==> src/mmf_pkg.sv <==
// package for the maintenance multiframe messaging block
// assumes a 25 MHz mclk and 5 ms multiframes of 20 frames each
package mmf_pkg;
    localparam int unsigned CLK_HZ          = 25_000_000;
    localparam int unsigned TICK_MS         = 30;
    localparam int unsigned TICK_CYCLES     = (CLK_HZ / 1000) * TICK_MS;
    localparam int unsigned TICK_CNT_W      = 20;
    localparam int unsigned MSG_W           = 4;
    localparam int unsigned VALIDATE_COUNT  = 3;
    localparam int unsigned VCNT_W          = 2;
    localparam logic [3:0]  MSG_IDLE        = 4'hF;
    localparam logic [3:0]  MSG_LP          = 4'h0;
    localparam logic [3:0]  MSG_DTSE        = 4'h1;
    localparam logic [3:0]  MSG_FECV        = 4'h2;
endpackage : mmf_pkg

==> src/mmf_core.sv <==
// maintenance multiframe messaging: NT transmit queueing, TE receive validation
// assumes mf_boundary pulses once per multiframe and all inputs are on mclk
// What this block and its firmware do
// [RULE1] after the enable command, raise the tick interrupt every 30 ms
// [RULE2] high priority queue holds two 4-bit entries, each sent one multiframe
// [RULE3] at each boundary send queued high entry, else low priority value
// [RULE4] third write to full queue drops oldest and takes newer slot
// [RULE5] line code violation shows on the receive multiframe error output
// [RULE6] terminal LP, DTSE, FECV interrupt on every single occurrence
// [RULE7] other SC1 messages interrupt once after three identical receptions
// [RULE8] SC2 commands interrupt once after three identical receptions
// [RULE9] firmware ranks low priority messages and writes them via low register
// [RULE10] firmware sends LP, FECV, DTSE once through the high register
// [RULE11] firmware writes highest pending low message at each tick
// [RULE12] firmware loads DTSE or FECV into high register at once
// [RULE13] firmware extends current low message one tick after high writes
// [RULE14] firmware writes LP to both registers when power fails
// [RULE15] firmware writes first pending SC2 command at each tick
// [RULE16] low register value repeats each free multiframe until rewritten
`timescale 1ns/10ps
module mmf_core #(
    parameter int unsigned TICK_CYCLES = mmf_pkg::TICK_CYCLES
) (
    input  wire logic                       mclk,
    input  wire logic                       rst_n,
    input  wire logic                       tick_interrupt_enable_cmd,
    input  wire logic                       sc1_low_priority_tx_we,
    input  wire logic [mmf_pkg::MSG_W-1:0] sc1_low_priority_tx_wdata,
    input  wire logic                       sc1_high_priority_tx_queue_we,
    input  wire logic [mmf_pkg::MSG_W-1:0] sc1_high_priority_tx_queue_wdata,
    input  wire logic                       sc2_tx_we,
    input  wire logic [mmf_pkg::MSG_W-1:0] sc2_tx_wdata,
    input  wire logic                       mf_boundary,
    input  wire logic                       s_loop_code_violation,
    input  wire logic                       rx_sc1_valid,
    input  wire logic [mmf_pkg::MSG_W-1:0] rx_sc1_data,
    input  wire logic                       rx_sc2_valid,
    input  wire logic [mmf_pkg::MSG_W-1:0] rx_sc2_data,
    output logic [mmf_pkg::MSG_W-1:0]      sc1_line_tx,
    output logic                            sc1_line_high,
    output logic [mmf_pkg::MSG_W-1:0]      sc2_line_tx,
    output logic                            multiframe_tick_interrupt,
    output logic                            rx_multiframe_error,
    output logic                            rx_sc1_irq,
    output logic [mmf_pkg::MSG_W-1:0]      rx_sc1_irq_data,
    output logic                            rx_sc2_irq,
    output logic [mmf_pkg::MSG_W-1:0]      rx_sc2_irq_data
);
    localparam int unsigned W = mmf_pkg::MSG_W;

    typedef struct packed {
        logic                                 tick_en;
        logic [mmf_pkg::TICK_CNT_W-1:0]       tick_cnt;
        logic                                 tick;
        logic [W-1:0]                         low;
        logic [W-1:0]                         hq0;
        logic [W-1:0]                         hq1;
        logic [1:0]                           hq_n;
        logic [W-1:0]                         sc1_out;
        logic                                 sc1_high;
        logic [W-1:0]                         sc2;
        logic [W-1:0]                         sc2_out;
        logic                                 mfe;
    } mmf_core_s;
    mmf_core_s s_q, s_d;

    function automatic logic is_one_shot(input logic [W-1:0] m);
        is_one_shot = (m == mmf_pkg::MSG_LP) || (m == mmf_pkg::MSG_DTSE) || (m == mmf_pkg::MSG_FECV);
    endfunction : is_one_shot

    always_comb begin
        s_d      = s_q;
        s_d.tick = 1'b0;
        s_d.mfe  = s_loop_code_violation; // [RULE5]
        if (tick_interrupt_enable_cmd) begin
            s_d.tick_en = 1'b1;
        end
        if (s_q.tick_en) begin
            if (s_q.tick_cnt == mmf_pkg::TICK_CNT_W'(TICK_CYCLES - 1)) begin
                s_d.tick_cnt = '0;
                s_d.tick     = 1'b1; // [RULE1]
            end else begin
                s_d.tick_cnt = s_q.tick_cnt + 1'b1;
            end
        end
        if (sc1_low_priority_tx_we) begin
            s_d.low = sc1_low_priority_tx_wdata; // [RULE16]
        end
        if (sc2_tx_we) begin
            s_d.sc2 = sc2_tx_wdata;
        end
        // boundary pops first, so a same-cycle write lands behind what remains
        if (mf_boundary) begin
            s_d.sc2_out = s_q.sc2;
            if (s_q.hq_n != 2'd0) begin
                s_d.sc1_out  = s_q.hq0; // [RULE3]
                s_d.sc1_high = 1'b1;
                s_d.hq0      = s_q.hq1; // [RULE2]
                s_d.hq_n     = s_q.hq_n - 2'd1;
            end else begin
                s_d.sc1_out  = s_q.low; // [RULE3] [RULE16]
                s_d.sc1_high = 1'b0;
            end
        end
        if (sc1_high_priority_tx_queue_we) begin
            unique case (s_d.hq_n)
                2'd0: begin
                    s_d.hq0  = sc1_high_priority_tx_queue_wdata;
                    s_d.hq_n = 2'd1;
                end
                2'd1: begin
                    s_d.hq1  = sc1_high_priority_tx_queue_wdata; // [RULE2]
                    s_d.hq_n = 2'd2;
                end
                default: begin
                    s_d.hq0 = s_d.hq1; // [RULE4]
                    s_d.hq1 = sc1_high_priority_tx_queue_wdata;
                end
            endcase
        end
    end

    always_ff @(posedge mclk) begin
        if (!rst_n) begin
            s_q         <= '0;
            s_q.low     <= mmf_pkg::MSG_IDLE;
            s_q.sc1_out <= mmf_pkg::MSG_IDLE;
        end else begin
            s_q <= s_d;
        end
    end

    assign sc1_line_tx               = s_q.sc1_out;
    assign sc1_line_high             = s_q.sc1_high;
    assign sc2_line_tx               = s_q.sc2_out;
    assign multiframe_tick_interrupt = s_q.tick;
    assign rx_multiframe_error       = s_q.mfe;

    mmf_rx_validate #(.W(W), .COUNT(mmf_pkg::VALIDATE_COUNT), .ONCE_OK(1'b1)) u_rx_sc1 (
        .mclk         (mclk),
        .rst_n        (rst_n),
        .msg_valid    (rx_sc1_valid),
        .msg_data     (rx_sc1_data),
        .msg_one_shot (is_one_shot(rx_sc1_data)), // [RULE6]
        .irq          (rx_sc1_irq),
        .irq_data     (rx_sc1_irq_data)
    );

    mmf_rx_validate #(.W(W), .COUNT(mmf_pkg::VALIDATE_COUNT), .ONCE_OK(1'b0)) u_rx_sc2 (
        .mclk         (mclk),
        .rst_n        (rst_n),
        .msg_valid    (rx_sc2_valid),
        .msg_data     (rx_sc2_data),
        .msg_one_shot (1'b0),
        .irq          (rx_sc2_irq), // [RULE8]
        .irq_data     (rx_sc2_irq_data)
    );

    // tick pacing seen by firmware
    AST_TICK_ONLY_ENABLED: assert property (@(posedge mclk) disable iff (!rst_n) // [RULE1]
        s_q.tick |-> s_q.tick_en)
        else $error("tick while disabled");
    AST_TICK_EN_STICKY: assert property (@(posedge mclk) disable iff (!rst_n) // [RULE1]
        s_q.tick_en |=> s_q.tick_en)
        else $error("tick enable lost");
    AST_TICK_NEEDS_CMD: assert property (@(posedge mclk) disable iff (!rst_n) // [RULE1]
        !s_q.tick_en && !tick_interrupt_enable_cmd |=> !s_q.tick_en)
        else $error("tick enabled without command");
    AST_TICK_SPACING: assert property (@(posedge mclk) disable iff (!rst_n) // [RULE1]
        s_q.tick |=> !s_q.tick[*8])
        else $error("ticks too close");

    // transmit queue order and line holding
    AST_HIGH_FIRST: assert property (@(posedge mclk) disable iff (!rst_n) // [RULE3]
        mf_boundary && s_q.hq_n != 2'd0 |=> sc1_line_high && sc1_line_tx == $past(s_q.hq0))
        else $error("queued entry not sent");
    AST_LOW_WHEN_EMPTY: assert property (@(posedge mclk) disable iff (!rst_n) // [RULE3] [RULE16]
        mf_boundary && s_q.hq_n == 2'd0 |=> !sc1_line_high && sc1_line_tx == $past(s_q.low))
        else $error("low value not sent");
    AST_LINE_HOLDS: assert property (@(posedge mclk) disable iff (!rst_n) // [RULE2] [RULE16]
        !mf_boundary |=> $stable(sc1_line_tx) && $stable(sc1_line_high) && $stable(sc2_line_tx))
        else $error("line value changed between boundaries");
    AST_LOW_LOADS: assert property (@(posedge mclk) disable iff (!rst_n) // [RULE16]
        sc1_low_priority_tx_we |=> s_q.low == $past(sc1_low_priority_tx_wdata))
        else $error("low register write lost");
    AST_LOW_KEEPS: assert property (@(posedge mclk) disable iff (!rst_n) // [RULE16]
        !sc1_low_priority_tx_we |=> $stable(s_q.low))
        else $error("low register changed without a write");
    AST_QUEUE_BOUND: assert property (@(posedge mclk) disable iff (!rst_n) // [RULE2]
        s_q.hq_n <= 2'd2)
        else $error("queue overrun");
    AST_PUSH_EMPTY: assert property (@(posedge mclk) disable iff (!rst_n) // [RULE2]
        sc1_high_priority_tx_queue_we && !mf_boundary && s_q.hq_n == 2'd0
        |=> s_q.hq_n == 2'd1 && s_q.hq0 == $past(sc1_high_priority_tx_queue_wdata))
        else $error("first entry not queued");
    AST_PUSH_SECOND: assert property (@(posedge mclk) disable iff (!rst_n) // [RULE2]
        sc1_high_priority_tx_queue_we && !mf_boundary && s_q.hq_n == 2'd1
        |=> s_q.hq_n == 2'd2 && $stable(s_q.hq0) && s_q.hq1 == $past(sc1_high_priority_tx_queue_wdata))
        else $error("second entry not queued");
    AST_POP_ORDER: assert property (@(posedge mclk) disable iff (!rst_n) // [RULE2]
        mf_boundary && !sc1_high_priority_tx_queue_we && s_q.hq_n == 2'd2
        |=> s_q.hq_n == 2'd1 && s_q.hq0 == $past(s_q.hq1))
        else $error("queue order lost on pop");
    AST_POP_THEN_PUSH: assert property (@(posedge mclk) disable iff (!rst_n) // [RULE2] [RULE3]
        mf_boundary && sc1_high_priority_tx_queue_we && s_q.hq_n == 2'd2
        |=> s_q.hq_n == 2'd2 && s_q.hq0 == $past(s_q.hq1) && s_q.hq1 == $past(sc1_high_priority_tx_queue_wdata))
        else $error("same-cycle pop and push wrong");
    AST_OVERWRITE: assert property (@(posedge mclk) disable iff (!rst_n) // [RULE4]
        sc1_high_priority_tx_queue_we && !mf_boundary && s_q.hq_n == 2'd2
        |=> s_q.hq0 == $past(s_q.hq1) && s_q.hq1 == $past(sc1_high_priority_tx_queue_wdata))
        else $error("full-queue overwrite wrong");

    // receive side and S-loop error
    AST_MFE_FOLLOWS: assert property (@(posedge mclk) disable iff (!rst_n) // [RULE5]
        s_loop_code_violation |=> rx_multiframe_error)
        else $error("violation lost");
    AST_MFE_CLEARS: assert property (@(posedge mclk) disable iff (!rst_n) // [RULE5]
        !s_loop_code_violation |=> !rx_multiframe_error)
        else $error("error shown without a violation");
    AST_ONE_SHOT_IRQ: assert property (@(posedge mclk) disable iff (!rst_n) // [RULE6]
        rx_sc1_valid && is_one_shot(rx_sc1_data) |=> rx_sc1_irq && rx_sc1_irq_data == $past(rx_sc1_data))
        else $error("one-shot irq missing");

    // main scenarios
    COV_TICK: cover property (@(posedge mclk) s_q.tick);
    COV_QUEUE_FULL_WRITE: cover property (@(posedge mclk) sc1_high_priority_tx_queue_we && s_q.hq_n == 2'd2);
    COV_HIGH_SENT: cover property (@(posedge mclk) mf_boundary && s_q.hq_n != 2'd0);
    COV_SC1_IRQ: cover property (@(posedge mclk) rx_sc1_irq);
    COV_SC2_IRQ: cover property (@(posedge mclk) rx_sc2_irq);
endmodule : mmf_core

==> src/mmf_rx_validate.sv <==
// receive validator for one terminal-side maintenance channel
// assumes msg_valid pulses once per received multiframe message
`timescale 1ns/10ps
module mmf_rx_validate #(
    parameter int unsigned W     = 4,
    parameter int unsigned COUNT = 3,
    parameter bit          ONCE_OK = 1'b0
) (
    input  wire logic         mclk,
    input  wire logic         rst_n,
    input  wire logic         msg_valid,
    input  wire logic [W-1:0] msg_data,
    input  wire logic         msg_one_shot,
    output logic              irq,
    output logic [W-1:0]      irq_data
);
    typedef struct packed {
        logic [W-1:0] last;
        logic [1:0]   cnt;
        logic         irq;
        logic [W-1:0] data;
    } mmf_rxv_s;
    mmf_rxv_s s_q, s_d;

    always_comb begin
        s_d     = s_q;
        s_d.irq = 1'b0;
        if (msg_valid) begin
            if (ONCE_OK && msg_one_shot) begin
                // every occurrence reported, no repeat filter
                s_d.irq  = 1'b1; // [RULE6]
                s_d.data = msg_data;
                s_d.last = msg_data;
                s_d.cnt  = 2'(COUNT);
            end else if (msg_data != s_q.last) begin
                s_d.last = msg_data;
                s_d.cnt  = 2'd1;
            end else if (s_q.cnt < 2'(COUNT)) begin
                s_d.cnt = s_q.cnt + 2'd1;
                if (s_q.cnt + 2'd1 == 2'(COUNT)) begin
                    // third identical copy only; later copies stay silent
                    s_d.irq  = 1'b1; // [RULE7] [RULE8]
                    s_d.data = msg_data;
                end
            end
        end
    end

    always_ff @(posedge mclk) begin
        if (!rst_n) begin
            s_q <= '0;
        end else begin
            s_q <= s_d;
        end
    end

    assign irq      = s_q.irq;
    assign irq_data = s_q.data;

    AST_NO_IRQ_WITHOUT_MSG: assert property (@(posedge mclk) disable iff (!rst_n) // [RULE7]
        s_q.irq |-> $past(msg_valid))
        else $error("irq without a message");
    AST_REPEAT_SILENT: assert property (@(posedge mclk) disable iff (!rst_n) // [RULE7] [RULE8]
        msg_valid && !(ONCE_OK && msg_one_shot) && msg_data == s_q.last && s_q.cnt == 2'(COUNT)
        |=> !s_q.irq)
        else $error("repeat raised an irq");
endmodule : mmf_rx_validate
==> config.mk <==
export PLATFORM = sky130hd
export DESIGN_NAME = mmf_core
export DESIGN_NICKNAME = d
export VERILOG_FILES = /design/src/mmf_pkg.sv /design/src/mmf_core.sv /design/src/mmf_rx_validate.sv
export SDC_FILE = /design/constraint.sdc
export NUM_CORES = 1
export LEC_CHECK = 0
export ABC_AREA = 1
export BUFFER_PORTS_ARGS = -buffer_cell sky130_fd_sc_hd__buf_2
export CORE_UTILIZATION = 43
export DETAILED_ROUTE_END_ITERATION = 12
export GPL_TIMING_DRIVEN = 0
export PLACE_DENSITY = 0.65
export SYNTH_ARGS = -nofsm -noshare
export SYNTH_HDL_FRONTEND = slang
export SYNTH_SLANG_ARGS = --single-unit
==> constraint.sdc <==
create_clock -name mclk -period 1.71 [get_ports mclk]
set_input_delay 0.0855 -clock mclk [delete_from_list [all_inputs] [get_ports mclk]]
set_output_delay 0.0855 -clock mclk [all_outputs]
set_load 0.03 [all_outputs]
==> results.md <==
* Die height at 92.67 µm
* Distinct cells, synth at 31
* Final worst path period need at 1558 ps
* Cell taking the most area after synthesis: dfxtp_1
* Drt via density at 4.709
* Mean Syn Cell Area at 6.958 µm²
* Post-Syn Area at 0.003535 mm²
* DR pass1 iterations at 6
* Post-synth top area share at 40.78%
* Drt wl/cell at 11.29 µm
* Slew of the pin with the lowest slew margin at 559.4 ps
* Residual DRC at 0
* Layout fillers at 776
* Final setup viols at 0
* Setup Skew at 15.50 ps
* First-pass GRT wire length at 13.38 mm
* Final hold vios at 0
* Top cells by area, synth: dfxtp_1 (41%), nor2_1 (11%), nand2_1 (10%)
* Fmax at 641.8 MHz
* TritonCTS Buffers at 9
* Largest family of logic cells by synthesized area: simple AND/OR/NAND/NOR gates
* Initial Utilization at 45.04%
* TritonCTS clock tree: yes
* Number of clock sinks at 72
* Max clock buf depth at 2
* Static leakage at 0.002027 µW
* Max IR drop VDD at 0.5858 mV
* Reg-to-reg setup timing slack at 150 ps
* Overflow after GRT at 0
* Port bufs at 48
* Simple-Gate Fraction of Synth Area at 31.93%
* Cells after Synth at 508
* Crit start category: register
* Compound-Gate Fraction of Synth Area at 10.23%
* Hold Crit Class: input port to register
* DPL Wire Length at 5.625 mm
* Crit end category: register
* Ys Warns at 0
* Final Slew Violations at 0
* Clk root buf: clkbuf_8
* Hold slack at 23.12 ps
* Largest net degree at the start of global routing at 13
* RSZ-0062 raised after global routing: false
* Cell Pwr Density at 860.7 mW/mm²
* # H-tree levels at 3
* # nets final at 626
* N_diodes at 0
* Detailed Route Iter0 Violations at 169
* Total Routing Usage GR at 19.72%
* Clk_lat worst skew at 350 ps
* Critical path class: register to register
* Placed Cells at 658
* Critical Path RT at 1930 ps
* Post-route clock period utilization at 91.11%
* Overall die width at 92.67 µm
* Post-synthesis mux area share at 0%
* GP Congestion at 0.8966
* Sequential area share after synthesis at 40.78%
* WP data arrival at 1780 ps
* Adder-Cell Fraction of Synth Area at 3.186%
* Slew Limit Headroom at 62.71%
* Vias in the first global route at 3120
* Status: finished, final reports clean
* Boundary pin count at 51
* Max FO, Critical Path at 8
* Routed wire length at 7.837 mm
* Layout Cells excl Fill at 694
* # Post-CTS Setup Buffers at 0
* Initial antenna violation count at 0
* Post-Synth XOR/XNOR Area at 2.230%
* Via count at 3268
* Synthesized Nets at 547
* P&R area growth vs syn at 22.41%
* Clock slew at reported path FFs at 80 ps
* Die area at 0.008587 mm²
* Layout cells sized above 1 at 18.75%
* Yosys reg bits at 72
* Routed Antenna Nets at 0
* FP Rows at 32
* Max Cap Viol at 0
* Core Region at 0.007848 mm²
==> sequential cells by signal, indices dropped and copies added, names as in the netlist, 4 cells and up <==
name,cells
u_rx_sc2.s_q,6
sc2_line_tx,4
u_rx_sc1.s_q,6
sc1_line_tx,4
u_rx_sc1.irq_data,4
u_rx_sc2.irq_data,4
s_q,39
==> worst paths after layout <==
path | startpoint | endpoint | cells past startpoint
worst max-delay path | s_q[14] | s_q[21] | 8
worst min register to register | s_q[25] | s_q[25] | 2
worst min-delay path | rx_sc2_data[2] | u_rx_sc2.irq_data[2] | 3
worst max register to register | s_q[14] | s_q[21] | 8
==> synth_stat cells <==
cell / count
a21oi_1: 21
nand2_2: 2
nor2_4: 1
xor2_1: 9
ha_1: 9
nor3b_1: 2
o21ai_0: 34
nand4_2: 1
buf_2: 2
nand4_1: 8
buf_4: 18
nor2_1: 99
inv_1: 58
dfxtp_1: 72
o21a_1: 3
nand3_2: 2
o21ai_1: 2
nor3_2: 2
nand2_1: 98
or2_2: 1
a21oi_2: 1
clkbuf_1: 8
or2_4: 1
o211ai_1: 4
inv_2: 5
nor3b_2: 1
nand3_1: 23
nor4_1: 1
nor3_1: 11
nor2_2: 7
o21bai_1: 2
==> per-stage QoR <==
stage	instance area, µm²	total power (µW)	setup slack, ps	util (%)	setup TNS [ps]
3_5_place_dp	3902	2337	-370.9	49.73	-1816
2_1_floorplan	3535	2193	62.41	-	0
3_3_place_gp	3902	2325	-385.7	49.73	-1949
4_1_cts	4318	3770	53.51	55.02	0
5_1_grt	4327	3924	2.156	55.13	0
6_report	4327	3724	151.9	55.13	0
==> layer usage <==
layer	vias up	track usage, %	routed length [µm]
met4	0	7.179	135
met1	1450	22.47	3481
met2	56	35.62	3857
met5	-	0	0
met3	15	4.680	363
li1	1747	-	-
==> where the power goes <==
part           internal (µW)  switching [µW]  leakage [µW]
sequential              1760            50.6      0.000590
combinational            216             308       0.00133
clock                    751             636      0.000109
==> kinds of logic (layout without fill, tap and decap cells) <==
family,count (synthesis),after routing
DFF,72,72
and+or+nand+nor,260,260
buffers and inverters,91,175
xor gates and xnor gates,9,9
AOI/OAI and AO/OA,67,67
adders and majority gates,9,9
==> critical path, stage by stage, from the launching register on <==
cell	delay (ps)
dfxtp_1	330
inv_1	80
nand3_1	80
o21ai_2	110
inv_2	60
ha_1	210
or2_4	270
o211ai_1	200
a21oi_1	90
==> cells in the final DEF (no fill, tap or decap), types with 18 or more instances in the layout <==
master / count
buf_2: 50
o21ai_0: 33
nand3_1: 23
inv_1: 57
buf_4: 18
nor2_1: 99
nand2_1: 98
dlygate4sd3_1: 21
dfxtp_1: 72
a21oi_1: 21
==> repair_timing <==
action,4_1_cts,5_1_grt
endpoints found under the setup margin,4,6
endpoints found under the hold margin,17,0
pin swaps,0,1
gates resized for setup,1,6
hold buffers,21,0
==> layout make-up <==
| type | instances | area (µm²) | share of cell area (%) |
|---|---|---|---|
| Buffer | 27 | 172.7 | 3.991 |
| Clock buffer | 11 | 151.4 | 3.499 |
| Clock inverter | 5 | 53.80 | 1.243 |
| Inverter | 63 | 236.5 | 5.466 |
| Multi-Input combinational cell | 345 | 1693 | 39.13 |
| Sequential cell | 72 | 1441 | 33.31 |
| Tap cell | 102 | 127.6 | 2.950 |
| Timing Repair Buffer | 69 | 450.4 | 10.41 |
Power figures use the tool's default switching activity.
